<file path="src/include/tms_defines.svh">
`ifndef TMS_DEFINES_SVH
`define TMS_DEFINES_SVH

// ----------------------------------------
// register offsets (byte addresses)
// ----------------------------------------
`define TMS_OFS_EVENT_FLAGS 8'h00
`define TMS_OFS_IRQ_ENABLE 8'h04
`define TMS_OFS_COUNTER_READOUT 8'h08
`define TMS_OFS_COMPARE_A 8'h0c
`define TMS_OFS_COMPARE_B 8'h10
`define TMS_OFS_CAPTURED_A 8'h14
`define TMS_OFS_CONTROL 8'h18

// ----------------------------------------
// field positions
// ----------------------------------------
`define TMS_BIT_MATCH_A 0
`define TMS_BIT_MATCH_B 1
`define TMS_BIT_OVERFLOW 2
`define TMS_BIT_RUN 0
`define TMS_BIT_CLEAR_ENABLE 1

// ----------------------------------------
// reset values
// ----------------------------------------
`define TMS_RST_FLAGS 3'h0
`define TMS_RST_MASK 3'h0
`define TMS_RST_COMPARE 16'h0000
`define TMS_RST_CAPTURE 16'h0000
`define TMS_RST_CONTROL 2'h0

`endif

</file>
<file path="src/include/tms_pkg.sv">
package tms_pkg;
    typedef logic [2:0] tms_event_t;
    typedef logic [15:0] tms_count_t;
endpackage

</file>
<file path="src/hdl/tms_event_flags.sv">
`timescale 1ns/1ps
`include "tms_defines.svh"

module tms_event_flags
    import tms_pkg::*;
#(
    parameter int NUM_EVENTS = 3
) (
    // clock and reset
    input wire logic clk,
    input wire logic reset,
    input wire logic clk_en,
    // events and clearing
    input wire logic [NUM_EVENTS-1:0] event_pulse,
    input wire logic clear_on_read,
    input wire logic [NUM_EVENTS-1:0] enable,
    // state
    output logic [NUM_EVENTS-1:0] flags,
    output logic irq
);

    logic [NUM_EVENTS-1:0] next_flags;

    if (NUM_EVENTS < 1 || NUM_EVENTS > 32) begin : g_bad_events
        $error("tms_event_flags: NUM_EVENTS out of range");
    end

    // ----------------------------------------
    // one sticky flag per event
    // ----------------------------------------
    genvar i;
    generate
        for (i = 0; i < NUM_EVENTS; i++) begin : g_flag
            // set wins over read clear
            assign next_flags[i] = event_pulse[i] || (flags[i] && !clear_on_read);
        end
    endgenerate

    always_ff @(posedge clk) begin
        if (reset) begin
            flags <= NUM_EVENTS'(`TMS_RST_FLAGS);
        end else if (clk_en) begin
            flags <= next_flags;
        end
    end

    assign irq = |(flags & enable);

    property p_set_wins;
        @(posedge clk) disable iff (reset)
        clk_en && event_pulse[0] |=> flags[0];
    endproperty
    a_set_wins: assert property (p_set_wins) else $error("event flag not set");

    property p_irq_masked;
        @(posedge clk) disable iff (reset)
        (flags & enable) == '0 |-> !irq;
    endproperty
    a_irq_masked: assert property (p_irq_masked) else $error("irq without enabled flag");

endmodule

</file>
<file path="src/hdl/tms_timer_status.sv">
// How it works
// - Overflow of the 16-bit up-counter sets status bit 2, which is zero otherwise.
// - A count equal to compare value b sets status bit 1.
// - A count equal to compare value a sets status bit 0.
// - Reading the status register clears the flags it returns; writes never clear.
// - The interrupt line rises only for flags whose enable bit is set.
// - Flags are set on their events whatever the enable bits hold.
// - Enable bit 2 gates the overflow interrupt, read-write, reset zero.
// - Enable bit 1 gates the compare b interrupt.
// - Enable bit 0 gates the compare a interrupt.
// - Reading the counter readout returns the count of that moment in bits 15 to 0.
// - Two read-write 16-bit compare values, reset zero, are compared all the time.
// - With clear enable set a compare b match clears the counter, otherwise not.
// - Captured value a holds the count taken at a capture event, upper bits zero.

`timescale 1ns/1ps
`include "tms_defines.svh"

module tms_timer_status
    import tms_pkg::*;
#(
    parameter int COUNT_WIDTH = 16
) (
    // clock and reset
    input wire logic clk,
    input wire logic reset,
    input wire logic clk_en,
    // counter tick and capture
    input wire logic count_tick,
    input wire logic capture_a,
    // register port
    input wire logic [7:0] reg_addr,
    input wire logic [31:0] reg_wdata,
    input wire logic reg_write,
    input wire logic reg_read,
    output logic [31:0] reg_rdata,
    // status outputs
    output logic [COUNT_WIDTH-1:0] count,
    output logic irq
);

    if (COUNT_WIDTH < 2 || COUNT_WIDTH > 32) begin : g_bad_width
        $error("tms_timer_status: COUNT_WIDTH out of range");
    end

    localparam logic [COUNT_WIDTH-1:0] COUNT_MAX = '1;
    localparam logic [1:0] CONTROL_RST = `TMS_RST_CONTROL;

    // ----------------------------------------
    // registers
    // ----------------------------------------
    logic [COUNT_WIDTH-1:0] compare_field_a;
    logic [COUNT_WIDTH-1:0] compare_field_b;
    logic [COUNT_WIDTH-1:0] captured_field_a;
    logic [2:0] interrupt_enable;
    logic run;
    logic counter_clear_enable;
    logic [2:0] event_flags;
    logic [2:0] event_pulse;
    logic match_a;
    logic match_b;
    logic wrap;
    logic status_read;
    logic wr_compare_a;
    logic wr_compare_b;
    logic wr_enable;
    logic wr_control;

    assign wr_compare_a = reg_write && reg_addr == `TMS_OFS_COMPARE_A;
    assign wr_compare_b = reg_write && reg_addr == `TMS_OFS_COMPARE_B;
    assign wr_enable = reg_write && reg_addr == `TMS_OFS_IRQ_ENABLE;
    assign wr_control = reg_write && reg_addr == `TMS_OFS_CONTROL;
    assign status_read = reg_read && reg_addr == `TMS_OFS_EVENT_FLAGS;

    always_ff @(posedge clk) begin
        if (reset) begin
            compare_field_a <= COUNT_WIDTH'(`TMS_RST_COMPARE);
            compare_field_b <= COUNT_WIDTH'(`TMS_RST_COMPARE);
        end else if (clk_en) begin
            if (wr_compare_a) begin
                compare_field_a <= reg_wdata[COUNT_WIDTH-1:0];
            end
            if (wr_compare_b) begin
                compare_field_b <= reg_wdata[COUNT_WIDTH-1:0];
            end
        end
    end

    always_ff @(posedge clk) begin
        if (reset) begin
            interrupt_enable <= `TMS_RST_MASK;
            run <= CONTROL_RST[`TMS_BIT_RUN];
            counter_clear_enable <= CONTROL_RST[`TMS_BIT_CLEAR_ENABLE];
        end else if (clk_en) begin
            if (wr_enable) begin
                interrupt_enable <= reg_wdata[2:0];
            end
            if (wr_control) begin
                run <= reg_wdata[`TMS_BIT_RUN];
                counter_clear_enable <= reg_wdata[`TMS_BIT_CLEAR_ENABLE];
            end
        end
    end

    // ----------------------------------------
    // up-counter and events
    // ----------------------------------------
    assign match_a = count == compare_field_a;
    assign match_b = count == compare_field_b;
    assign wrap = run && count_tick && count == COUNT_MAX;

    always_ff @(posedge clk) begin
        if (reset) begin
            count <= '0;
        end else if (clk_en) begin
            if (!run) begin
                count <= '0;
            end else if (count_tick) begin
                if (counter_clear_enable && match_b) begin
                    count <= '0;
                end else begin
                    count <= count + 1'b1;
                end
            end
        end
    end

    // match events only on a tick so a standing equality sets once
    always_comb begin
        event_pulse = '0;
        event_pulse[`TMS_BIT_MATCH_A] = run && count_tick && match_a;
        event_pulse[`TMS_BIT_MATCH_B] = run && count_tick && match_b;
        event_pulse[`TMS_BIT_OVERFLOW] = wrap && !(counter_clear_enable && match_b);
    end

    always_ff @(posedge clk) begin
        if (reset) begin
            captured_field_a <= COUNT_WIDTH'(`TMS_RST_CAPTURE);
        end else if (clk_en && capture_a) begin
            captured_field_a <= count;
        end
    end

    tms_event_flags #(
        .NUM_EVENTS(3)
    ) tms_event_flags_i (
        .clk(clk),
        .reset(reset),
        .clk_en(clk_en),
        .event_pulse(event_pulse),
        .clear_on_read(status_read),
        .enable(interrupt_enable),
        .flags(event_flags),
        .irq(irq)
    );

    // ----------------------------------------
    // read data, one cycle after the strobe
    // ----------------------------------------
    always_ff @(posedge clk) begin
        if (reset) begin
            reg_rdata <= '0;
        end else if (clk_en) begin
            reg_rdata <= '0;
            if (reg_read) begin
                case (reg_addr)
                    `TMS_OFS_EVENT_FLAGS: reg_rdata <= {29'h0, event_flags};
                    `TMS_OFS_IRQ_ENABLE: reg_rdata <= {29'h0, interrupt_enable};
                    `TMS_OFS_COUNTER_READOUT: reg_rdata <= 32'(count);
                    `TMS_OFS_COMPARE_A: reg_rdata <= 32'(compare_field_a);
                    `TMS_OFS_COMPARE_B: reg_rdata <= 32'(compare_field_b);
                    `TMS_OFS_CAPTURED_A: reg_rdata <= 32'(captured_field_a);
                    `TMS_OFS_CONTROL: reg_rdata <= {30'h0, counter_clear_enable, run};
                    default: reg_rdata <= '0;
                endcase
            end
        end
    end

    // ----------------------------------------
    // checks
    // ----------------------------------------
    property p_overflow;
        @(posedge clk) disable iff (reset)
        clk_en && run && count_tick && count == COUNT_MAX && !(counter_clear_enable && match_b)
            |=> event_flags[2] && count == '0;
    endproperty
    a_overflow: assert property (p_overflow) else $error("overflow not flagged");

    property p_match_b;
        @(posedge clk) disable iff (reset)
        clk_en && run && count_tick && count == compare_field_b |=> event_flags[1];
    endproperty
    a_match_b: assert property (p_match_b) else $error("match b not flagged");

    property p_match_a;
        @(posedge clk) disable iff (reset)
        clk_en && run && count_tick && count == compare_field_a |=> event_flags[0];
    endproperty
    a_match_a: assert property (p_match_a) else $error("match a not flagged");

    property p_read_clears;
        @(posedge clk) disable iff (reset)
        clk_en && status_read && event_pulse == '0 |=> event_flags == '0;
    endproperty
    a_read_clears: assert property (p_read_clears) else $error("read did not clear");

    property p_write_keeps;
        @(posedge clk) disable iff (reset)
        clk_en && reg_write && !reg_read && event_flags[0] |=> event_flags[0];
    endproperty
    a_write_keeps: assert property (p_write_keeps) else $error("write cleared flag");

    property p_irq;
        @(posedge clk) disable iff (reset)
        irq == |(event_flags & interrupt_enable);
    endproperty
    a_irq: assert property (p_irq) else $error("interrupt gating wrong");

    property p_readout;
        @(posedge clk) disable iff (reset)
        clk_en && reg_read && reg_addr == `TMS_OFS_COUNTER_READOUT
            |=> reg_rdata == 32'($past(count));
    endproperty
    a_readout: assert property (p_readout) else $error("counter readout wrong");

    property p_clear_on_b;
        @(posedge clk) disable iff (reset)
        clk_en && run && count_tick && counter_clear_enable && match_b |=> count == '0;
    endproperty
    a_clear_on_b: assert property (p_clear_on_b) else $error("counter not cleared");

    property p_capture;
        @(posedge clk) disable iff (reset)
        clk_en && capture_a ##1 clk_en && reg_read && reg_addr == `TMS_OFS_CAPTURED_A
            |=> reg_rdata == 32'($past(count, 2));
    endproperty
    a_capture: assert property (p_capture) else $error("capture value wrong");

    // ----------------------------------------
    // checks: holding, freezing, read data
    // ----------------------------------------
    property p_freeze;
        @(posedge clk) disable iff (reset)
        !clk_en |=> $stable(count) && $stable(event_flags) && $stable(reg_rdata);
    endproperty
    a_freeze: assert property (p_freeze) else $error("state moved with clock enable low");

    property p_rdata_idle;
        @(posedge clk) disable iff (reset)
        clk_en && !reg_read |=> reg_rdata == '0;
    endproperty
    a_rdata_idle: assert property (p_rdata_idle) else $error("read data not back to zero");

    property p_stopped;
        @(posedge clk) disable iff (reset)
        clk_en && !run |=> count == '0;
    endproperty
    a_stopped: assert property (p_stopped) else $error("stopped counter not zero");

    property p_count_step;
        @(posedge clk) disable iff (reset)
        clk_en && run && count_tick && !(counter_clear_enable && match_b)
            |=> count == $past(count) + 1'b1;
    endproperty
    a_count_step: assert property (p_count_step) else $error("counter did not step");

    property p_no_clear;
        @(posedge clk) disable iff (reset)
        clk_en && run && count_tick && !counter_clear_enable && count != COUNT_MAX
            |=> count != '0;
    endproperty
    a_no_clear: assert property (p_no_clear) else $error("counter cleared");

    property p_set_masked;
        @(posedge clk) disable iff (reset)
        clk_en && event_pulse != '0
            |=> (event_flags & $past(event_pulse)) == $past(event_pulse);
    endproperty
    a_set_masked: assert property (p_set_masked) else $error("event lost its flag");

    property p_ovf_quiet;
        @(posedge clk) disable iff (reset)
        clk_en && !event_pulse[`TMS_BIT_OVERFLOW] && !event_flags[`TMS_BIT_OVERFLOW]
            |=> !event_flags[`TMS_BIT_OVERFLOW];
    endproperty
    a_ovf_quiet: assert property (p_ovf_quiet) else $error("stray overflow flag");

    property p_flags_report;
        @(posedge clk) disable iff (reset)
        clk_en && status_read |=> reg_rdata == {29'h0, $past(event_flags)};
    endproperty
    a_flags_report: assert property (p_flags_report) else $error("status read wrong");

    property p_mask_report;
        @(posedge clk) disable iff (reset)
        clk_en && reg_read && reg_addr == `TMS_OFS_IRQ_ENABLE
            |=> reg_rdata == {29'h0, $past(interrupt_enable)};
    endproperty
    a_mask_report: assert property (p_mask_report) else $error("enable read wrong");

    property p_enable_hold;
        @(posedge clk) disable iff (reset)
        !wr_enable |=> $stable(interrupt_enable);
    endproperty
    a_enable_hold: assert property (p_enable_hold) else $error("enable changed");

    property p_compare_hold;
        @(posedge clk) disable iff (reset)
        !wr_compare_a && !wr_compare_b
            |=> $stable(compare_field_a) && $stable(compare_field_b);
    endproperty
    a_compare_hold: assert property (p_compare_hold) else $error("compare changed");

    property p_capture_take;
        @(posedge clk) disable iff (reset)
        clk_en && capture_a |=> captured_field_a == $past(count);
    endproperty
    a_capture_take: assert property (p_capture_take) else $error("capture missed");

    property p_capture_hold;
        @(posedge clk) disable iff (reset)
        !capture_a |=> $stable(captured_field_a);
    endproperty
    a_capture_hold: assert property (p_capture_hold) else $error("capture changed");

    property p_irq_ovf;
        @(posedge clk) disable iff (reset)
        event_flags[`TMS_BIT_OVERFLOW] && interrupt_enable[`TMS_BIT_OVERFLOW] |-> irq;
    endproperty
    a_irq_ovf: assert property (p_irq_ovf) else $error("overflow interrupt missing");

    property p_irq_b;
        @(posedge clk) disable iff (reset)
        event_flags[`TMS_BIT_MATCH_B] && interrupt_enable[`TMS_BIT_MATCH_B] |-> irq;
    endproperty
    a_irq_b: assert property (p_irq_b) else $error("match b interrupt missing");

    property p_irq_a;
        @(posedge clk) disable iff (reset)
        event_flags[`TMS_BIT_MATCH_A] && interrupt_enable[`TMS_BIT_MATCH_A] |-> irq;
    endproperty
    a_irq_a: assert property (p_irq_a) else $error("match a interrupt missing");

endmodule

</file>
<file path="config.mk">
export PLATFORM = sky130hd
export DESIGN_NAME = tms_timer_status
export DESIGN_NICKNAME = d
export VERILOG_FILES = /design/src/include/tms_pkg.sv /design/src/hdl/tms_event_flags.sv /design/src/hdl/tms_timer_status.sv
export VERILOG_INCLUDE_DIRS = /design/src /design/src/include
export SDC_FILE = /design/constraint.sdc
export NUM_CORES = 1
export LEC_CHECK = 0
export BUFFER_PORTS_ARGS = -buffer_cell sky130_fd_sc_hd__buf_2
export CAP_MARGIN = 30
export CORE_AREA = 3 3 92 94
export DETAILED_ROUTE_END_ITERATION = 7
export DIE_AREA = 0 0 95 97
export MAX_ROUTING_LAYER = met4
export PLACE_DENSITY_LB_ADDON = 0.25
export SLEW_MARGIN = 10
export SYNTH_ARGS = -nofsm -noshare
export SYNTH_HDL_FRONTEND = slang
export SYNTH_SLANG_ARGS = --single-unit
</file>
<file path="constraint.sdc">
create_clock -name clk -period 3.6 [get_ports clk]
set_clock_uncertainty 0.1 [all_clocks]
set_input_delay 0.18 -clock clk [delete_from_list [all_inputs] [get_ports clk]]
set_output_delay 0.18 -clock clk [all_outputs]
set_load 0.05 [all_outputs]
</file>
==> impl_metrics.py, run 1 <==
metrics = {
    "synth": {
        "yosys_most_used_dff": "dfxtp_1",
        "synth_edf_count": 0,
        "syn_inst": 543,
        "syn-cell-area_sq_um": 4370,
        "async_flop_share_pct": 0,
        "synthAdderAreaFrac_pct": 0.286,
        "synth_compound_area_share_pct": 16.4,
        "yosysWarningCount": 0,
        "synthXorXnorAreaFrac_pct": 8.82,
        "synth_mux_area_share_pct": 3.09,
        "ys_types": 51,
        "synth.avg_cell_area_sq_um": 8.04,
        "synth-simple-area-share_pct": 23.5,
        "seq_area_frac_synth_pct": 40.3,
        "synth.ff_latch_count": 88,
        "synth_top_family_by_area": "simple AND/OR/NAND/NOR gates",
    },
    "final_layout": {
        "nets": 646,
        "stdcell_count": 705,
        "layout-drive-gt1-share_pct": 16.6,
        "area_growth_pct": 15.1,
        "layout_common_cells": "130 x nand2_1, 88 x dfxtp_1, 63 x buf_2",
        "final_common_cell": "nand2_1",
        "antenna_cells": 0,
    },
    "place": {
        "place_congestion": 0.949,
        "portBuffers": 63,
        "placedCellCount": 672,
        "hpwl_mm": 8.24,
    },
    "sta": {
        "drv_slew": 0,
        "rsz0062_at_grt": "no",
        "fin_tns_setup_ps": 0,
        "relSlewSlack_pct": 53.2,
        "period_share_pct": 62.0,
        "finalCriticalPeriod_ps": 2230,
        "setup_viol": 0,
        "tightest_slew_ps": 702,
        "max_freq_ghz": 0.448,
        "hold_viol": 0,
    },
    "routing": {
        "drtPass1Iterations": 5,
        "wire_per_inst_um": 16.1,
        "drt_wl_total_mm": 11.3,
        "viasPerCell": 5.72,
        "drtIter0Drc": 346,
        "drc_errors": 0,
        "antenna_left": 0,
        "route.vias.total": 4030,
    },
    "clock_network": {
        "postCtsSetupBuffers": 0,
        "clock_latency_ps": 370,
        "cts_tree": "done",
        "numCtsBuffers": 9,
        "htreeDepth": 3,
        "cts_resized": 0,
        "cts_root_buffer": "clkbuf_8",
        "cts_buffer_depth": 2,
        "cts_sinks": 88,
        "clkTransAtPathRegs_ps": 90,
        "holdBufCountCts": 16,
    },
    "floorplanning": {
        "rows": 32,
        "die_x_um": 95,
        "coreArea_sq_um": 7730,
        "start_util_pct": 56.5,
        "die_h_um": 97,
        "die_area_sq_um": 9220,
        "ioPinCount": 96,
    },
    "hold_path": {
        "hold_class": "in2reg",
        "whs_path_depth": 2,
        "min-delay-start": "reset",
    },
    "global_routing": {
        "grt_pass1_wl_mm": 17.9,
        "grt_pass1_vias": 3656,
        "grt_overflow": 0,
        "grt_usage_pct": 25.3,
        "grt_antenna_before_repair": 0,
        "grt_max_degree": 46,
    },
    "setup_path": {
        "path_class": "reg2reg",
        "worst-path-max-fanout": 12,
        "critPathLaunchType": "register",
        "reg2reg_depth": 6,
        "crit_end": "count[8]",
        "slowest_delay_ps": 570,
        "crit_required_ps": 3760,
        "cpMaxStageDelayCell": "dfxtp_1",
        "r2r_end": "count[8]",
        "r2r_start": "count[7]",
        "arrival_ps": 2390,
        "cp_cell_sequence": "xor2_1, nor4_1, nand4_1, o31ai_1, buf_4, nor2_1",
        "r2r_slack_ps": 1370,
        "endpoint_kind": "register",
        "crit_start": "count[7]",
    },
    "power_and_ir_drop": {
        "power_density_nw_per_um2": 371,
        "leakagePower_nw": 1.96,
        "ir_worst_vdd_uv": 251,
    },
    "status": {
        "status": "complete, no violations",
    },
    "flow_run": {
        "maxCapViolations": 0,
    },
}
worst max-delay path, delay by kind of cell (launching register included):
| family | cells | cell delay [ps] |
|---|---|---|
| AO/OA/AOI/OAI | 1 | 340 |
| XOR/XNOR | 1 | 150 |
| buffers and inverters | 1 | 230 |
| flip-flops | 1 | 570 |
| AND/OR/NAND/NOR | 3 | 740 |
kinds of logic after synthesis:
kind of cell,after synthesis
compound gates,114
xor+xnor,44
fa+ha+maj,1
buf+inv,65
flops,88
mux,12
other cells,1
simple gates,218
report_power, final:
part / switching, mW / internal [mW] / total [mW]
Sequential: 0.000575 / 0.973 / 0.974
Clock: 0.360 / 0.395 / 0.755
Combinational: 0.0979 / 0.0388 / 0.137
Total: 0.459 / 1.41 / 1.87
cell usage after synthesis (2+ instances only):
cell type / n / area (sq um)
a22o_1: 13 / 114
nor4_1: 6 / 37.5
mux2_2: 2 / 22.5
buf_4: 18 / 135
or3_1: 3 / 18.8
and2_1: 3 / 18.8
xnor2_1: 16 / 140
nand3_1: 9 / 45.0
inv_1: 5 / 18.8
mux2i_1: 9 / 90.1
o21ai_1: 3 / 15.0
o21ai_0: 16 / 80.1
nor4_2: 2 / 25.0
o22ai_1: 3 / 18.8
nand4_1: 11 / 68.8
nor2_1: 30 / 113
o31ai_1: 2 / 15.0
dfxtp_1: 88 / 1760
nor3_1: 4 / 20.0
a21oi_1: 53 / 265
and4_1: 2 / 17.5
o211ai_1: 2 / 15.0
or4_4: 2 / 22.5
and3_1: 2 / 12.5
a221oi_1: 14 / 123
clkbuf_1: 35 / 131
xor2_1: 28 / 245
nand2_1: 130 / 488
buf_2: 5 / 25.0
nand2b_1: 6 / 37.5
layout make-up:
| class | count | area (sq um) |
|---|---|---|
| inverters | 5 | 18.8 |
| clock inverters | 6 | 92.6 |
| clock buffers | 10 | 128 |
| multi-input cells | 405 | 2340 |
| flip-flops and latches | 88 | 1760 |
| repair buffers | 89 | 563 |
| well taps | 102 | 128 |
| fillers | 711 | 2700 |
state kept, by name, summed over array words and instances (netlist names):
| register | cells |
|---|---|
| interrupt_enable | 3 |
| compare_field_a | 16 |
| tms_event_flags_i.flags | 3 |
| reg_rdata | 16 |
| count | 16 |
| compare_field_b | 16 |
| run | 1 |
| captured_field_a | 16 |
| counter_clear_enable | 1 |
metrics by stage:
step	power (mW)	utilization [%]	instance area, sq um	hold slack, ps	worst slack, ps
detailed placement	1.12	60.1	4640	336	1180
global placement	1.11	59.7	4610	330	1130
CTS	1.88	65.0	5020	114	1400
floorplan	1.10	-	4420	216	1200
finish	1.87	65.1	5030	126	1370
global route	1.92	65.1	5030	135	1200
how the worst min path moves through the flow:
stage | slack (ps) | endpoint
4_1_cts | 110 | tms_event_flags_i.flags[1]
6_report | 130 | tms_event_flags_i.flags[1]
5_1_grt | 130 | tms_event_flags_i.flags[1]
3_3_place_gp | 330 | reg_rdata[0]
2_1_floorplan | 220 | compare_field_a[2]
3_5_place_dp | 340 | reg_rdata[0]
per-layer routing:
metal,up-vias,global-route usage [%],wire length (um)
met3,20,4.82,801
li1,1934,-,-
met4,0,8.99,216
met2,174,37.2,5220
met1,1902,34.6,5110
met5,-,-,0
No activity file was read; power rests on OpenSTA's default activity.
==> run 2, diff against run 1 <==
Settings changed: ABC_AREA from default to 1, CORE_AREA 3 3 92 94 to 3 3 97 99, DIE_AREA 0 0 95 97 to 0 0 100 102.
Clock period 3.6 ns to 2.2 ns, I/O delays scaled along.
==> run 2 against run 1 <==
  * Register-to-register slack worse by 1100 ps
  * Power up 64%
  * Setup slack worse by 1100 ps
  * Synthesized area up 6.7%
  * Wire length up 17%
  * Critical path type unchanged
==> impl_metrics.py, run 2 <==
metrics = {
    "synth": {
        "syn_inst": 685,
        "synth.most_common_cell": "nand2_1",
        "async_flop_share_pct": 0,
        "synth.ff_latch_count": 88,
        "synth_compound_area_share_pct": 17.1,
        "yosysWarningCount": 0,
        "synth_area_leaders": "dfxtp_1 38%, nand2_1 11%, o21ai_0 6.9%",
        "synth_top_family_by_area": "simple AND/OR/NAND/NOR gates",
        "synth_area_leader_cell": "dfxtp_1",
        "synthTopCellsByCount": "137 x nand2_1, 88 x dfxtp_1, 70 x nor2_1",
        "synth_mux_area_share_pct": 0,
        "syn-cell-area_sq_um": 4660,
        "synthAdderAreaFrac_pct": 0.268,
        "synth_edf_count": 0,
        "ys_types": 37,
        "synth.avg_cell_area_sq_um": 6.80,
        "seq_area_frac_synth_pct": 37.8,
        "yosys_most_used_dff": "dfxtp_1",
        "synth.top_cell.area_share_pct": 37.8,
        "synthXorXnorAreaFrac_pct": 3.57,
        "synth-simple-area-share_pct": 30.2,
    },
    "clock_network": {
        "clock_latency_ps": 370,
        "clkTransAtPathRegs_ps": 90,
        "cts_buffer_depth": 2,
        "numCtsBuffers": 9,
        "htreeDepth": 3,
        "postCtsSetupBuffers": 0,
        "cts_resized": 0,
        "cts_root_buffer": "clkbuf_8",
        "cts_tree": "done",
        "cts_sinks": 88,
        "holdBufCountCts": 16,
    },
    "setup_path": {
        "cpMaxStageDelayCell": "dfxtp_1",
        "arrival_ps": 2160,
        "crit_required_ps": 2410,
        "slowest_delay_ps": 580,
        "worst-path-max-fanout": 9,
        "path_class": "reg2reg",
        "r2r_start": "count[1]",
        "worst-path-stages": 9,
        "cp_cell_sequence": "ha_1, nand2_1, nor3_4, nand2_2, nor2_2, nand2_1, a21oi_2, o21ai_1, nor2_2",
        "r2r_slack_ps": 250,
        "critPathTopFamily": "simple AND/OR/NAND/NOR gates",
        "r2r_end": "count[12]",
        "reg2reg_depth": 9,
        "crit_buf_inv": 0,
        "critPathLaunchType": "register",
        "endpoint_kind": "register",
        "crit_end": "count[12]",
        "crit_start": "count[1]",
    },
    "floorplanning": {
        "die_h_um": 102,
        "coreArea_sq_um": 8640,
        "die_x_um": 100,
        "die_area_sq_um": 10200,
        "rows": 34,
        "ioPinCount": 96,
        "start_util_pct": 54.0,
    },
    "final_layout": {
        "final_common_cell": "nand2_1",
        "layout-drive-gt1-share_pct": 19.8,
        "antenna_cells": 0,
        "nets": 805,
        "ff_latch_area_sq_um": 1760,
        "area_growth_pct": 15.0,
        "multiInputGateArea_sq_um": 2440,
        "nFillCells": 831,
        "layout_common_cells": "137 x nand2_1, 88 x dfxtp_1, 70 x nor2_1",
        "stdcell_count": 870,
    },
    "hold_path": {
        "min-delay-start": "count_tick",
        "hold_class": "in2reg",
    },
    "power_and_ir_drop": {
        "clkPwrFrac_pct": 38.4,
        "ir_worst_vdd_uv": 355,
        "power_density_nw_per_um2": 571,
        "seqPwrFrac_pct": 53.0,
        "power.switching_mw": 0.840,
        "p_comb_share_pct": 8.6,
        "sw_frac_of_total_pct": 27.4,
        "power.total_mw": 3.06,
        "internal-power_mw": 2.22,
        "leakagePower_nw": 2.25,
    },
    "routing": {
        "dr_wl_met2_mm": 5.84,
        "antenna_left": 0,
        "drtPass1Iterations": 5,
        "wire_per_inst_um": 15.2,
        "drtIter0Drc": 311,
        "met3_length_mm": 1.22,
        "drc_errors": 0,
        "highest_layer": "met4",
        "viasPerCell": 5.47,
        "wl_met1_mm": 5.73,
        "drt_wl_total_mm": 13.3,
        "route.vias.total": 4755,
    },
    "global_routing": {
        "grt_antenna_before_repair": 0,
        "grt_pass1_wl_mm": 21.4,
        "grt_overflow": 0,
        "grt_max_degree": 32,
        "grt_pass1_vias": 4389,
        "grt_usage_pct": 27.6,
    },
    "sta": {
        "max_freq_ghz": 0.513,
        "rsz0062_at_grt": "no",
        "drv_slew": 0,
        "tightest_slew_ps": 670,
        "fin_tns_setup_ps": 0,
        "setup_viol": 0,
        "period_share_pct": 88.6,
        "relSlewSlack_pct": 55.3,
        "hold_viol": 0,
        "finalCriticalPeriod_ps": 1950,
    },
    "place": {
        "portBuffers": 63,
        "placedCellCount": 838,
        "hpwl_mm": 9.37,
        "place_congestion": 0.965,
    },
    "flow_run": {
        "maxCapViolations": 0,
    },
    "status": {
        "status": "complete, no violations",
    },
}
run 2: through the flow:
stage	util, %	hold WS [ps]	cell area (sq um)	setup slack, ps
global route	62.0	99.9	5360	168
CTS	62.0	88.9	5360	286
finish	62.0	108	5360	251
detailed placement	57.8	257	4990	313
global placement	57.8	246	4990	339
floorplan	-	145	4720	216
run 2: power by group through the flow:
stage	clock network [mW]	logic, mW	registers, mW
floorplan	0	0.186	1.66
global placement	0	0.232	1.66
detailed placement	0	0.237	1.66
CTS	1.17	0.259	1.62
global route	1.25	0.286	1.62
finish	1.18	0.263	1.62
run 2: layout make-up:
class	instances	area share (%)
timing repair buffer	90	10.4
inverter	67	4.76
multi-input combinational	501	45.6
tap	108	2.52
clock inverter	7	1.47
sequential	88	32.9
clock buffer	9	2.31
run 2: cell families after synthesis:
| group | after synthesis |
|---|---|
| flops | 88 |
| xor+xnor | 19 |
| simple gates | 309 |
| compound gates | 156 |
| fa+ha+maj | 1 |
| buf+inv | 111 |
| other cells | 1 |
run 2: metal layers:
layer	up-vias	global-route usage (%)
met1	2179	36.2
met2	216	42.0
li1	2327	-
met3	33	4.16
met5	-	-
met4	0	12.6
run 2: how the worst min path moves through the flow:
stage	cells after the start	slack (ps)	to
finish	4	110	count[13]
global route	4	100	count[1]
CTS	4	90	count[13]
detailed placement	3	260	compare_field_a[3]
global placement	3	250	compare_field_a[4]
floorplan	2	140	compare_field_a[15]
run 2: worst min-delay path: cells and delay by family:
kind / cells / cell delay [ps]
buffers and inverters: 1 / 130
and+or+nand+nor: 1 / 90
AOI/OAI and AO/OA: 2 / 200
==> run 3, diff against run 2 <==
Settings changed: CORE_AREA 3 3 97 99 to 2 2 93 95, DIE_AREA 0 0 100 102 to 0 0 95 97, SYNTH_HIERARCHICAL from default to 1.
Clock period 2.2 ns to 2.3 ns, I/O delays scaled along.
==> run 3 against run 2 <==
  * Via count grew 0.38%
  * Fmax shrank 2.4%
  * Synthesized area shrank 2.0%
  * Highest routed layer unchanged
  * Final cell count grew 0.34%
  * Power grew 1.2%
  * Register-to-register slack gained 50 ps
  * Wire length shrank 2.4%
  * Critical path depth grew 2
  * Design area shrank 0.89%
  * Combinational power shrank 7%
  * Synthesized cell count grew 0.58%
  * Largest power group unchanged
  * Largest cell class unchanged
  * Flip-flop and latch count is the same
==> impl_metrics.py, run 3 <==
metrics = {
    "status": {
        "status": "complete, no violations",
    },
    "global_routing": {
        "grt_usage_pct": 29.6,
        "grt_pass1_wl_mm": 20.8,
        "grt_overflow": 0,
        "grt_max_degree": 55,
        "grt_pass1_vias": 4351,
        "grt_antenna_before_repair": 0,
    },
    "synth": {
        "synth_top_family_by_area": "simple AND/OR/NAND/NOR gates",
        "synthAdderAreaFrac_pct": 0.274,
        "syn-cell-area_sq_um": 4570,
        "seq_area_frac_synth_pct": 38.6,
        "synthTopCellsByCount": "178 x nand2_1, 88 x dfxtp_1, 85 x nor2_1",
        "synth.ff_latch_count": 88,
        "synthXorXnorAreaFrac_pct": 2.30,
        "synth.avg_cell_area_sq_um": 6.63,
        "yosysWarningCount": 6,
        "synth_area_leaders": "dfxtp_1 39%, nand2_1 15%, nor2_1 7.0%",
        "synth.top_cell.area_share_pct": 38.6,
        "synth.most_common_cell": "nand2_1",
        "synth_area_leader_cell": "dfxtp_1",
        "synth_mux_area_share_pct": 0,
        "syn_inst": 689,
        "ys_types": 32,
        "async_flop_share_pct": 0,
        "synth_edf_count": 0,
        "yosys_most_used_dff": "dfxtp_1",
        "synth-simple-area-share_pct": 32.2,
        "synth_compound_area_share_pct": 15.3,
    },
    "setup_path": {
        "path_class": "reg2reg",
        "r2r_end": "count[14]",
        "crit_top_cell": "nand2_1",
        "endpoint_kind": "register",
        "cp_cell_sequence": "inv_1, nand2_1, nand2_1, nor2_1, nand2_1, nor2_2, nand3_2, nand2_2, nand2_2, nand2_4, nor2_1",
        "cpMaxStageDelayCell": "dfxtp_1",
        "slowest_delay_ps": 550,
        "critPathTopFamily": "simple AND/OR/NAND/NOR gates",
        "r2r_slack_ps": 300,
        "reg2reg_depth": 11,
        "worst-path-max-fanout": 15,
        "crit_start": "count[12]",
        "r2r_start": "count[12]",
        "crit_required_ps": 2460,
        "arrival_ps": 2150,
        "crit_buf_inv": 1,
        "critPathLaunchType": "register",
    },
    "routing": {
        "viasPerCell": 5.47,
        "drtPass1Iterations": 5,
        "drc_errors": 0,
        "antenna_left": 0,
        "route.vias.total": 4773,
        "wire_per_inst_um": 14.8,
        "drt_wl_total_mm": 12.9,
        "drtIter0Drc": 310,
    },
    "hold_path": {
        "whs_path_depth": 3,
        "hold_class": "in2reg",
        "min-delay-start": "clk_en",
        "min_to": "tms_event_flags_i/flags[0]",
    },
    "sta": {
        "rsz0062_at_grt": "no",
        "period_share_pct": 86.8,
        "fin_ws_ps": 304,
        "tightest_slew_ps": 557,
        "drv_slew": 0,
        "max_freq_ghz": 0.501,
        "hold_viol": 0,
        "fin_tns_setup_ps": 0,
        "relSlewSlack_pct": 62.8,
        "finalCriticalPeriod_ps": 2000,
        "setup_viol": 0,
    },
    "clock_network": {
        "htreeDepth": 3,
        "cts_root_buffer": "clkbuf_8",
        "cts_resized": 0,
        "cts_buffer_depth": 2,
        "numCtsBuffers": 9,
        "clkTransAtPathRegs_ps": 100,
        "cts_sinks": 88,
        "postCtsSetupBuffers": 0,
        "cts_tree": "done",
        "clock_latency_ps": 360,
    },
    "place": {
        "hpwl_mm": 9.17,
        "place_congestion": 0.960,
        "portBuffers": 63,
        "place_ws_ps": 433,
        "placed_cell_area_sq_um": 4880,
    },
    "flow_run": {
        "maxCapViolations": 0,
    },
    "final_layout": {
        "final_common_cell": "nand2_1",
        "layout-drive-gt1-share_pct": 15.9,
        "antenna_cells": 0,
        "nets": 812,
        "fin_area_sq_um": 5310,
        "area_growth_pct": 16.2,
        "fin_util_pct": 65.3,
        "layout_common_cells": "178 x nand2_1, 88 x dfxtp_1, 85 x nor2_1",
        "nFillCells": 785,
    },
    "floorplanning": {
        "die_h_um": 97,
        "die_area_sq_um": 9220,
        "rows": 33,
        "coreArea_sq_um": 8130,
        "ioPinCount": 96,
        "start_util_pct": 56.2,
        "die_x_um": 95,
    },
    "power_and_ir_drop": {
        "power_density_nw_per_um2": 583,
        "leakagePower_nw": 2.24,
        "power.total_mw": 3.10,
        "ir_worst_vdd_uv": 349,
    },
}
[run 3: cell families (layout without fill, tap and decap cells)]
logic type | after synthesis | in the layout
compound gates | 132 | 132
buf+inv | 110 | 174
fa+ha+maj | 1 | 1
other cells | 1 | 16
simple gates | 345 | 345
flops | 88 | 88
xor+xnor | 12 | 12
[run 3: how the worst max path moves through the flow]
| stage | endpoint | slack (ps) | depth (start not counted) |
|---|---|---|---|
| floorplan | count[11] | 370 | 13 |
| global placement | count[12] | 470 | 11 |
| detailed placement | count[14] | 430 | 11 |
| CTS | count[14] | 320 | 11 |
| global route | count[14] | 180 | 11 |
| finish | count[14] | 300 | 11 |
[run 3: metal layers]
layer,routed length (um),vias to the layer above,global-route usage (%)
met3,1120,29,4.83
met1,5720,2189,41.5
met2,5820,216,43.0
met5,0,-,-
met4,276,0,10.4
li1,-,2339,-
[run 3: report_power, final]
part / switching, mW / leakage (nW) / internal [mW]
clock: 0.578 / 0.116 / 0.724
combinational: 0.174 / 1.41 / 0.0711
sequential: 0.0105 / 0.711 / 1.54
[run 3: cell type report]
class / count / area [sq um] / area share (%)
multi-input cells: 506 / 2350 / 44.2
inverters: 67 / 251 / 4.74
repair buffers: 92 / 581 / 10.9
flip-flops and latches: 88 / 1760 / 33.2
clock buffers: 9 / 124 / 2.33
well taps: 105 / 131 / 2.47
clock inverters: 6 / 115 / 2.17
[run 3: tightest hold or removal path: stages]
cell and delay (ps):
buf_2 190, nand2_1 90, a21oi_1 50
[run 3: through the flow]
step / instances / hold WS (ps)
floorplan: 704 / 84.1
global placement: 839 / 267
detailed placement: 839 / 278
CTS: 873 / 30.0
global route: 873 / 52.2
finish: 873 / 41.9
[run 3: timing repair]
action	CTS	global route
hold buffers	19	0
hold endpoints to repair	40	0
endpoints found under the setup margin	0	0
